### src/dmc_pkg.sv
/*
 * Shared constants for the mode-control register bank of a stereo DAC:
 * register indices, field positions, reset values and counts.
 * Assumes nothing of its surroundings; every design file names it.
 */
package dmc_pkg;

   // ********************************
   // Control word layout
   // ********************************
   localparam int WORD_BITS = 16;
   localparam int BIT_WORD_TOP = 15;
   localparam logic [4:0] WORD_COUNT = 5'h10;
   localparam logic [4:0] COUNT_OVER = 5'h11;

   // ********************************
   // Register indices
   // ********************************
   localparam logic [6:0] IDX_ATTEN_LEFT = 7'h10;
   localparam logic [6:0] IDX_ATTEN_RIGHT = 7'h11;
   localparam logic [6:0] IDX_MUTE_RATE = 7'h12;
   localparam logic [6:0] IDX_OUT_DEEMPH = 7'h13;
   localparam logic [6:0] IDX_FORMAT = 7'h14;
   localparam logic [6:0] IDX_RANGE = 7'h15;
   localparam logic [6:0] IDX_PHASE_ZERO = 7'h16;

   // ********************************
   // Field positions
   // ********************************
   localparam int BIT_SILENCE_L = 0;
   localparam int BIT_SILENCE_R = 1;
   localparam int BIT_OVER = 6;
   localparam int BIT_REINIT = 7;
   localparam int BIT_OFF_L = 0;
   localparam int BIT_OFF_R = 1;
   localparam int BIT_DEEMPH = 4;
   localparam int BIT_RATE_LO = 5;
   localparam int BIT_RATE_HI = 6;
   localparam int BIT_FMT_LO = 0;
   localparam int BIT_FMT_HI = 2;
   localparam int BIT_ROLLOFF = 5;
   localparam int BIT_RANGE = 0;
   localparam int BIT_INVERT = 0;
   localparam int BIT_ZPOL = 1;
   localparam int BIT_ZCOMB = 2;

   // ********************************
   // Reset values and code limits
   // ********************************
   localparam logic [7:0] RST_ATTEN = 8'hFF;
   localparam logic [2:0] RST_FORMAT = 3'h5;
   localparam logic [1:0] RST_RATE = 2'h0;
   localparam logic [7:0] CODE_FULL = 8'hFF;
   localparam logic [7:0] FLOOR_FINE = 8'h80;
   localparam logic [7:0] FLOOR_WIDE = 8'h9A;
   localparam logic [7:0] HALF_DB_SILENT = 8'hFF;

   // ********************************
   // Counts of cycles and samples
   // ********************************
   localparam int REINIT_CYCLES = 1024;
   localparam logic [10:0] REINIT_LOAD = 11'(REINIT_CYCLES);
   localparam int STEP_SAMPLES = 8;
   localparam logic [2:0] STEP_LAST = 3'(STEP_SAMPLES - 1);

   // Serial port receiver states
   typedef enum logic [0:0] {
      PS_IDLE = 1'b0,
      PS_SHIFT = 1'b1
   } dmc_port_state_t;

endpackage : dmc_pkg

### src/dmc_shift.sv
/*
 * Serial control port receiver: shifts the 16-bit word in on rising
 * shift clock edges while select is low, and pulses a write when
 * select returns high after exactly sixteen clocks.
 * Assumes all three inputs are already synchronised to clk.
 */
`timescale 1ns/1ps
`default_nettype none

module dmc_shift (
   // Clock and reset
   input wire logic clk,
   input wire logic rst,
   // Synchronised port pins
   input wire logic port_select_n,
   input wire logic port_shift_clock,
   input wire logic port_serial_in,
   // Received word
   output logic wr,
   output logic [15:0] wr_word
);

   dmc_pkg::dmc_port_state_t state;
   logic sck_prev;
   logic sel_prev;
   logic [4:0] count;
   logic [15:0] shreg;

   // Edge memory for clock and select
   always_ff @(posedge clk or posedge rst) begin
      if (rst) begin
         sck_prev <= 1'b0;
         sel_prev <= 1'b1;
      end else begin
         sck_prev <= port_shift_clock;
         sel_prev <= port_select_n;
      end
   end

   // Frame state, bit count and shifter, MSB first
   always_ff @(posedge clk or posedge rst) begin
      if (rst) begin
         state <= dmc_pkg::PS_IDLE;
         count <= 5'h00;
         shreg <= 16'h0000;
         wr <= 1'b0;
      end else begin
         wr <= 1'b0;
         case (state)
            dmc_pkg::PS_IDLE: begin
               if (sel_prev && !port_select_n) begin
                  state <= dmc_pkg::PS_SHIFT;
                  count <= 5'h00;
               end
            end
            dmc_pkg::PS_SHIFT: begin
               if (port_select_n) begin
                  // Latch on select rise, only a whole word
                  state <= dmc_pkg::PS_IDLE;
                  wr <= (count == dmc_pkg::WORD_COUNT);
               end else if (port_shift_clock && !sck_prev) begin
                  shreg <= {shreg[14:0], port_serial_in};
                  // Saturate so long frames are refused
                  if (count != dmc_pkg::COUNT_OVER) begin
                     count <= count + 5'h01;
                  end
               end
            end
            default: state <= dmc_pkg::PS_IDLE;
         endcase
      end
   end

   assign wr_word = shreg;

endmodule : dmc_shift

`default_nettype wire

### src/dmc_ramp.sv
/*
 * One channel's attenuation ramp: moves the applied code one step per
 * tick toward the programmed code, or toward the silent floor while
 * soft silence is on. Assumes tick is a one-cycle pulse every eight
 * sample periods and clr is a synchronous reinitialise.
 */
`timescale 1ns/1ps
`default_nettype none

module dmc_ramp (
   // Clock and reset
   input wire logic clk,
   input wire logic rst,
   input wire logic clr,
   // Step timing
   input wire logic tick,
   // Settings
   input wire logic [7:0] target,
   input wire logic silence,
   input wire logic [7:0] floor_code,
   // Applied code
   output logic [7:0] level
);

   logic [7:0] goal;

   // Silence ramps to the floor, which is already full mute
   always_comb begin
      if (silence || (target < floor_code)) begin
         goal = floor_code;
      end else begin
         goal = target;
      end
   end

   // One step per tick in either direction
   always_ff @(posedge clk or posedge rst) begin
      if (rst) begin
         level <= dmc_pkg::RST_ATTEN;
      end else if (clr) begin
         level <= dmc_pkg::RST_ATTEN;
      end else if (tick) begin
         if (level < goal) begin
            level <= level + 8'h01;
         end else if (level > goal) begin
            level <= level - 8'h01;
         end
      end
   end

endmodule : dmc_ramp

`default_nettype wire

### src/dmc_regs.sv
/*
 * Mode-control register bank of a stereo audio DAC: serial port
 * capture, seven write-only registers, soft reinitialise, and the two
 * attenuation ramps paced by the sample clock.
 * Assumes the port pins and the sample clock come from outside the
 * CLK domain; each passes two flip-flops before use. CLK is far
 * faster than the shift clock and the sample clock.
 */
`timescale 1ns/1ps
`default_nettype none

module dmc_regs (
   // Clock and reset
   input wire logic CLK,
   input wire logic RST,
   // Serial control port pins
   input wire logic PORT_SELECT_N,
   input wire logic PORT_SHIFT_CLOCK,
   input wire logic PORT_SERIAL_IN,
   // Sample rate clock
   input wire logic SAMPLE_CLOCK,
   // Applied attenuation codes
   output logic [7:0] LEFT_LEVEL,
   output logic [7:0] RIGHT_LEVEL,
   // Attenuation in half dB, FFh when silent
   output logic [7:0] LEFT_ATTEN_HALF_DB,
   output logic [7:0] RIGHT_ATTEN_HALF_DB,
   output logic LEFT_SILENT,
   output logic RIGHT_SILENT,
   // Channel and converter control
   output logic [1:0] CHANNEL_OFF,
   output logic OVERSAMPLE_DOUBLE,
   output logic DEEMPH_ENABLE,
   output logic [1:0] DEEMPH_RATE_SEL,
   output logic [2:0] INPUT_FORMAT_SEL,
   output logic ROLLOFF_SEL,
   output logic ATTEN_RANGE_MODE,
   output logic OUTPUT_INVERT,
   output logic ZERO_POLARITY,
   output logic ZERO_COMBINE,
   // Soft reinitialise in progress
   output logic REINIT_BUSY
);

   // ********************************
   // Decoding helpers
   // ********************************

   // Full mute threshold for the range mode
   function automatic logic [7:0] floor_of(input logic wide);
      floor_of = wide ? dmc_pkg::FLOOR_WIDE : dmc_pkg::FLOOR_FINE;
   endfunction : floor_of

   // Code at or below the threshold is infinite attenuation
   function automatic logic is_silent(input logic [7:0] code,
                                      input logic wide);
      is_silent = (code <= floor_of(wide));
   endfunction : is_silent

   // Half-dB units: fine is one unit per code, wide is two
   function automatic logic [7:0] half_db(input logic [7:0] code,
                                          input logic wide);
      logic [7:0] diff;
      diff = dmc_pkg::CODE_FULL - code;
      if (is_silent(code, wide)) begin
         half_db = dmc_pkg::HALF_DB_SILENT;
      end else if (wide) begin
         half_db = {diff[6:0], 1'b0};
      end else begin
         half_db = diff;
      end
   endfunction : half_db

   // ********************************
   // Pin synchronisers
   // ********************************

   logic [3:0] sync1;
   logic [3:0] sync2;

   // Two flops per pin; only sync2 is read
   always_ff @(posedge CLK or posedge RST) begin
      if (RST) begin
         sync1 <= 4'h1;
         sync2 <= 4'h1;
      end else begin
         sync1 <= {SAMPLE_CLOCK, PORT_SERIAL_IN, PORT_SHIFT_CLOCK,
                   PORT_SELECT_N};
         sync2 <= sync1;
      end
   end

   // ********************************
   // Serial capture
   // ********************************

   logic wr;
   logic [15:0] wr_word;

   dmc_shift u_shift (
      .clk(CLK),
      .rst(RST),
      .port_select_n(sync2[0]),
      .port_shift_clock(sync2[1]),
      .port_serial_in(sync2[2]),
      .wr(wr),
      .wr_word(wr_word)
   );

   logic [6:0] reg_index;
   logic [7:0] wdata;
   logic reinit;
   logic accept;

   assign reg_index = wr_word[14:8];
   assign wdata = wr_word[7:0];
   // Top bit must be zero; writes during reinit are dropped
   assign accept = wr && !wr_word[dmc_pkg::BIT_WORD_TOP] && !reinit;

   // ********************************
   // Soft reinitialise
   // ********************************

   logic [10:0] reinit_count;
   logic next_reinit_start;

   assign next_reinit_start = accept &&
      (reg_index == dmc_pkg::IDX_MUTE_RATE) && wdata[dmc_pkg::BIT_REINIT];
   assign reinit = (reinit_count != 11'h000);

   // Counts down 1024 clocks; registers are held at default
   always_ff @(posedge CLK or posedge RST) begin
      if (RST) begin
         reinit_count <= 11'h000;
      end else if (next_reinit_start) begin
         // The start cycle already clears, so it is one of the 1024
         reinit_count <= dmc_pkg::REINIT_LOAD - 11'h001;
      end else if (reinit) begin
         reinit_count <= reinit_count - 11'h001;
      end
   end

   // ********************************
   // Mode registers
   // ********************************

   logic [7:0] atten_left;
   logic [7:0] atten_right;
   logic [1:0] soft_silence_ch;
   logic over;
   logic [1:0] channel_off;
   logic deemph_enable;
   logic [1:0] deemph_rate_sel;
   logic [2:0] input_format_sel;
   logic rolloff_sel;
   logic atten_range_mode;
   logic output_invert;
   logic zero_polarity;
   logic zero_combine;
   logic clr;

   // Start write also clears, so its other bits are discarded
   assign clr = reinit || next_reinit_start;

   // Attenuation codes, one per channel
   always_ff @(posedge CLK or posedge RST) begin
      if (RST) begin
         atten_left <= dmc_pkg::RST_ATTEN;
         atten_right <= dmc_pkg::RST_ATTEN;
      end else if (clr) begin
         atten_left <= dmc_pkg::RST_ATTEN;
         atten_right <= dmc_pkg::RST_ATTEN;
      end else if (accept) begin
         if (reg_index == dmc_pkg::IDX_ATTEN_LEFT) begin
            atten_left <= wdata;
         end
         if (reg_index == dmc_pkg::IDX_ATTEN_RIGHT) begin
            atten_right <= wdata;
         end
      end
   end

   // Silence and oversample bits; reserved bits ignored
   always_ff @(posedge CLK or posedge RST) begin
      if (RST) begin
         soft_silence_ch <= 2'h0;
         over <= 1'b0;
      end else if (clr) begin
         soft_silence_ch <= 2'h0;
         over <= 1'b0;
      end else if (accept && (reg_index == dmc_pkg::IDX_MUTE_RATE)) begin
         soft_silence_ch <= {wdata[dmc_pkg::BIT_SILENCE_R],
                             wdata[dmc_pkg::BIT_SILENCE_L]};
         over <= wdata[dmc_pkg::BIT_OVER];
      end
   end

   // Channel off and de-emphasis controls
   always_ff @(posedge CLK or posedge RST) begin
      if (RST) begin
         channel_off <= 2'h0;
         deemph_enable <= 1'b0;
         deemph_rate_sel <= dmc_pkg::RST_RATE;
      end else if (clr) begin
         channel_off <= 2'h0;
         deemph_enable <= 1'b0;
         deemph_rate_sel <= dmc_pkg::RST_RATE;
      end else if (accept && (reg_index == dmc_pkg::IDX_OUT_DEEMPH)) begin
         channel_off <= {wdata[dmc_pkg::BIT_OFF_R],
                         wdata[dmc_pkg::BIT_OFF_L]};
         deemph_enable <= wdata[dmc_pkg::BIT_DEEMPH];
         deemph_rate_sel <=
            wdata[dmc_pkg::BIT_RATE_HI:dmc_pkg::BIT_RATE_LO];
      end
   end

   // Format, rolloff, range, phase and zero flag controls
   always_ff @(posedge CLK or posedge RST) begin
      if (RST) begin
         input_format_sel <= dmc_pkg::RST_FORMAT;
         rolloff_sel <= 1'b0;
         atten_range_mode <= 1'b0;
         output_invert <= 1'b0;
         zero_polarity <= 1'b0;
         zero_combine <= 1'b0;
      end else if (clr) begin
         input_format_sel <= dmc_pkg::RST_FORMAT;
         rolloff_sel <= 1'b0;
         atten_range_mode <= 1'b0;
         output_invert <= 1'b0;
         zero_polarity <= 1'b0;
         zero_combine <= 1'b0;
      end else if (accept) begin
         if (reg_index == dmc_pkg::IDX_FORMAT) begin
            input_format_sel <=
               wdata[dmc_pkg::BIT_FMT_HI:dmc_pkg::BIT_FMT_LO];
            rolloff_sel <= wdata[dmc_pkg::BIT_ROLLOFF];
         end
         if (reg_index == dmc_pkg::IDX_RANGE) begin
            atten_range_mode <= wdata[dmc_pkg::BIT_RANGE];
         end
         if (reg_index == dmc_pkg::IDX_PHASE_ZERO) begin
            output_invert <= wdata[dmc_pkg::BIT_INVERT];
            zero_polarity <= wdata[dmc_pkg::BIT_ZPOL];
            zero_combine <= wdata[dmc_pkg::BIT_ZCOMB];
         end
      end
   end

   // ********************************
   // Step pacing from the sample clock
   // ********************************

   logic sample_prev;
   logic [2:0] sample_count;
   logic tick;

   // Sample edges counted here, not a fixed CLK divide
   always_ff @(posedge CLK or posedge RST) begin
      if (RST) begin
         sample_prev <= 1'b0;
         sample_count <= 3'h0;
      end else begin
         sample_prev <= sync2[3];
         if (clr) begin
            sample_count <= 3'h0;
         end else if (sync2[3] && !sample_prev) begin
            sample_count <= sample_count + 3'h1;
         end
      end
   end

   // One pulse per eight sample periods
   assign tick = sync2[3] && !sample_prev &&
                 (sample_count == dmc_pkg::STEP_LAST);

   // ********************************
   // Channel ramps and reported levels
   // ********************************

   logic [7:0] targets [2];
   logic [7:0] levels [2];
   logic [7:0] halfs [2];
   logic [1:0] silents;

   assign targets[0] = atten_left;
   assign targets[1] = atten_right;

   // Independent ramp state per channel
   for (genvar ch = 0; ch < 2; ch++) begin : g_ch
      dmc_ramp u_ramp (
         .clk(CLK),
         .rst(RST),
         .clr(clr),
         .tick(tick),
         .target(targets[ch]),
         .silence(soft_silence_ch[ch]),
         .floor_code(floor_of(atten_range_mode)),
         .level(levels[ch])
      );

      // Registered decode of the applied code
      always_ff @(posedge CLK or posedge RST) begin
         if (RST) begin
            halfs[ch] <= 8'h00;
            silents[ch] <= 1'b0;
         end else begin
            halfs[ch] <= half_db(levels[ch], atten_range_mode);
            silents[ch] <= is_silent(levels[ch], atten_range_mode);
         end
      end
   end

   // ********************************
   // Outputs, all from flip-flops
   // ********************************

   assign LEFT_LEVEL = levels[0];
   assign RIGHT_LEVEL = levels[1];
   assign LEFT_ATTEN_HALF_DB = halfs[0];
   assign RIGHT_ATTEN_HALF_DB = halfs[1];
   assign LEFT_SILENT = silents[0];
   assign RIGHT_SILENT = silents[1];
   assign CHANNEL_OFF = channel_off;
   assign OVERSAMPLE_DOUBLE = over;
   assign DEEMPH_ENABLE = deemph_enable;
   assign DEEMPH_RATE_SEL = deemph_rate_sel;
   assign INPUT_FORMAT_SEL = input_format_sel;
   assign ROLLOFF_SEL = rolloff_sel;
   assign ATTEN_RANGE_MODE = atten_range_mode;
   assign OUTPUT_INVERT = output_invert;
   assign ZERO_POLARITY = zero_polarity;
   assign ZERO_COMBINE = zero_combine;
   // Busy is clr, not the count, held in a register one cycle later
   always_ff @(posedge CLK or posedge RST) begin
      if (RST) begin
         REINIT_BUSY <= 1'b0;
      end else begin
         REINIT_BUSY <= clr;
      end
   end

endmodule : dmc_regs

`default_nettype wire

### config.mk
export PLATFORM = sky130hd
export DESIGN_NAME = dmc_regs
export DESIGN_NICKNAME = d
export VERILOG_FILES = /design/src/dmc_pkg.sv /design/src/dmc_shift.sv /design/src/dmc_ramp.sv /design/src/dmc_regs.sv
export SDC_FILE = /design/constraint.sdc
export NUM_CORES = 1
export LEC_CHECK = 0
export BUFFER_PORTS_ARGS = -buffer_cell sky130_fd_sc_hd__buf_2
export CAP_MARGIN = 0
export CELL_PAD_IN_SITES_DETAIL_PLACEMENT = 0
export CELL_PAD_IN_SITES_GLOBAL_PLACEMENT = 1
export CORE_UTILIZATION = 48
export DETAILED_ROUTE_END_ITERATION = 6
export PLACE_DENSITY_LB_ADDON = 0.1
export SLEW_MARGIN = 25
export SYNTH_ARGS = -nofsm -noshare
export SYNTH_HDL_FRONTEND = slang
export SYNTH_SLANG_ARGS = --single-unit
### constraint.sdc
create_clock -name CLK -period 4.4 [get_ports CLK]
set_input_delay 0.88 -clock CLK [delete_from_list [all_inputs] [get_ports CLK]]
set_output_delay 0.88 -clock CLK [all_outputs]
set_load 0.01 [all_outputs]
==> out/qor.yml <==
drt:
  vias: 4166
  drtIter0Drc: 196
  drc: 0
  first_pass_iters: 4
  ant_nets: 0
  drt_wl_total_mm: 12.0
  wire_per_inst_um: 15.3
  via_per_inst: 5.32
worst_setup_path:
  ff2ff_setup_slack_ns: 0.30
  r2r_cells: 19
  cp.arrival_ns: 4.43
  crit_path_frequent_cell: "a21oi_1"
  critPathLaunchType: "flop"
  rr_startpoint: "ATTEN_RANGE_MODE"
  path_depth: 19
  cpLargestDelayFamily: "compound AO/OA/AOI/OAI gates"
  critical_path_class: "reg2reg"
  slowest_delay_ns: 0.40
  cp.required_ns: 4.73
  path_cells: "inv_4 -> or3_1 -> a21oi_1 -> nor2b_1 -> o41ai_4 -> buf_4 -> mux2i_1 -> ha_1 -> a21oi_1 -> a21oi_1 -> nand2b_4 -> ha_1 -> a21o_1 -> a21oi_1 -> a21oi_1 -> a211oi_1 -> xnor2_1 -> and3_1 -> o21ai_1"
  cp_num_buf_inv: 2
  worstSetupEndpointType: "flop"
  worstPathMaxFanout: 14
  critPathSlowestCell: "dfrtp_1"
  worstSetupStartpoint: "ATTEN_RANGE_MODE"
  endpoint: "g_ch[0].u_ramp.level[7]"
  r2r_end: "g_ch[0].u_ramp.level[7]"
synthesis:
  synth_compound_area_share_pct: 8.98
  ys_ff_latch: 115
  async_flop_share_pct: 100
  synth-xor-area-share_pct: 3.65
  synthCells: 530
  yosysSeqAreaShare_pct: 48.8
  synth_top_family_by_area: "simple AND/OR/NAND/NOR gates"
  synthDistinctLibCells: 55
  synth_fa_ha_area_share_pct: 10.3
  ys.flop_type: "dfrtp_1"
  yosys_warnings: 0
  avgSynthCellArea_um2: 11.3
  synthSimpleGateAreaFrac_pct: 15.2
  synth-edff-count: 0
  synth_area_mm2: 0.00599
  synth.area.mux_share_pct: 11.2
placement:
  place.gp.congestion: 0.779
  dp_cells: 750
  port-buffer-count: 54
  dp_hpwl_mm: 8.33
  place_area_mm2: 0.00649
sta:
  period_minus_slack_ns: 4.10
  timing.final.max_slew_violations: 0
  whs_ns: 0.348
  timing.fmax_mhz: 244
  clock_skew_ns: 0.00806
  hold_viol: 0
  relSlewSlack_pct: 40.6
  finalSetupViolations: 0
  setup_tns_ns: 0
  fin_crit_sh_pct: 93.1
  rsz0062_at_grt: "no"
  worst_slew_pin_slew_ns: 0.883
floorplanning:
  fp.coreArea_mm2: 0.0121
  start_util_pct: 49.5
  io_pins: 55
  fp-row-count: 40
  dieArea_mm2: 0.0129
  die_width_um: 114
  fp.dieH_um: 114
pwr:
  p_int_w: 0.00310
  p_leak_nw: 3.54
  ir_drop_mv: 0.419
  switching_share_pct: 32.4
  pwr-share-seq_pct: 33.4
  power.density_mw_per_mm2: 638
  power.switching_w: 0.00149
  clkPwrFrac_pct: 34.2
  combPwrFrac_pct: 32.4
global_route:
  grt_max_degree: 44
  grt_pass1_wl_mm: 20.2
  grt_pass1_vias: 4027
  gr-total-overflow: 0
  antenna_found_initial: 0
  gr-usage-all-layers_pct: 20.6
clocking:
  cts_tree: "built"
  cts_sinks: 115
  clk_pin_slew_ns: 0.06
  ctsHoldBuffers: 0
  cts_made_buffers: 17
  clock_latency_ns: 0.42
  cts_buffer_depth: 2
  cts_root_buf: "clkbuf_16"
  htree_levels: 4
hold_path:
  worstHoldPathType: "reg2reg"
  holdPathStages: 0
final_layout:
  finish.instance_area_mm2: 0.00719
  n_fill_cell: 1035
  final_common_cell: "dfrtp_1"
  nets: 656
  final_cells: 783
  final_layout_size_suffix_gt1_share_pct: 29.1
  antennaDiodeCount: 0
  final_cell_mix: "dfrtp_1, nand2_1, buf_2"
  utilization_pct: 59.3
  area_growth_pct: 19.9
run_status:
  outcome: "finished clean"
flow_run:
  cap_violations: 0
layer usage:
layer / track usage, % / wire length (µm) / part of all wire [%]
met2: 33.2 / 5580 / 46
met4: 8.42 / 191 / 1.6
met1: 26.8 / 5850 / 49
met5: 0 / 0 / 0
met3: 4.94 / 401 / 3.3
flip-flops by register name (all words and copies together) (netlist names), 3 cells and up:
name                 count
sample_count             3
atten_right              8
atten_left               8
sync1                    4
g_ch.u_ramp.level       16
RIGHT_ATTEN_HALF_DB      8
sync2                    4
reinit_count            11
LEFT_ATTEN_HALF_DB       8
INPUT_FORMAT_SEL         3
u_shift.count            5
u_shift.wr_word         16
repair_timing:
| action | CTS | global route |
|---|---|---|
| buffers inserted | 0 | 1 |
| setup endpoints to repair | 0 | 5 |
| hold endpoints to repair | 0 | 0 |
| resized for setup | 0 | 5 |
metrics by stage:
step	power [W]	worst slack [ns]
floorplan	0.00260	0.271
global placement	0.00298	0.266
detailed placement	0.00304	0.0945
CTS	0.00462	0.0743
global route	0.00489	0.0615
finish	0.00459	0.304
synth_stat cells (all sizes together), types with 3 or more instances:
master	count	area [µm²]
a21o	6	45.0
a21oi	30	150
a22oi	3	22.5
and2	5	31.3
and3	3	18.8
buf	10	48.8
dfrtp	78	1950
dfstp	37	972
ha	46	576
inv	15	56.3
mux2	18	203
mux2i	47	470
nand2	66	248
nand2b	3	18.8
nand3	10	55.1
nand3b	4	30.0
nand4	9	62.6
nor2	30	128
nor2b	8	50.1
nor3	6	40.0
nor3b	10	101
o211ai	4	30.0
o21a	4	30.0
o21ai	12	60.1
o21bai	4	30.0
o31ai	3	22.5
or2	10	62.6
xnor2	16	140
xor2	9	78.8
worst min-delay path by stage:
stage | end | slack (ns) | from
after floorplan | sync2[1] | 0.33 | sync1[1]
after global placement | sync2[3] | 0.33 | sync1[3]
after global routing | sync2[2] | 0.35 | sync1[2]
final | sync2[2] | 0.35 | sync1[2]
after CTS | sync2[2] | 0.35 | sync1[2]
after detailed placement | sync2[2] | 0.34 | sync1[2]
power by group through the flow:
stage	registers, W	clock network (W)	logic, W
global route	0.00157	0.00163	0.00169
global placement	0.00155	0	0.00143
floorplan	0.00155	0	0.00106
finish	0.00153	0.00157	0.00149
detailed placement	0.00156	0	0.00148
CTS	0.00154	0.00159	0.00149
layout make-up:
cell class                      instances  area (µm²)  share of cell area (%)
Sequential cell                       115        2920                    40.7
Inverter                               15        61.3                   0.853
Timing Repair Buffer                   63         338                    4.70
Clock buffer                           19         443                    6.16
Clock inverter                         13         231                    3.22
Tap cell                              168         210                    2.92
Multi-Input combinational cell        390        2980                    41.5
logic make-up after synthesis:
logic type,Yosys count
AO/OA/AOI/OAI,78
adder cells (fa/ha/maj),48
flip-flops,115
AND/OR/NAND/NOR,172
other,1
buffers and inverters,26
XOR/XNOR,25
multiplexers,65
Note: power is estimated with default switching activity, not from simulation.
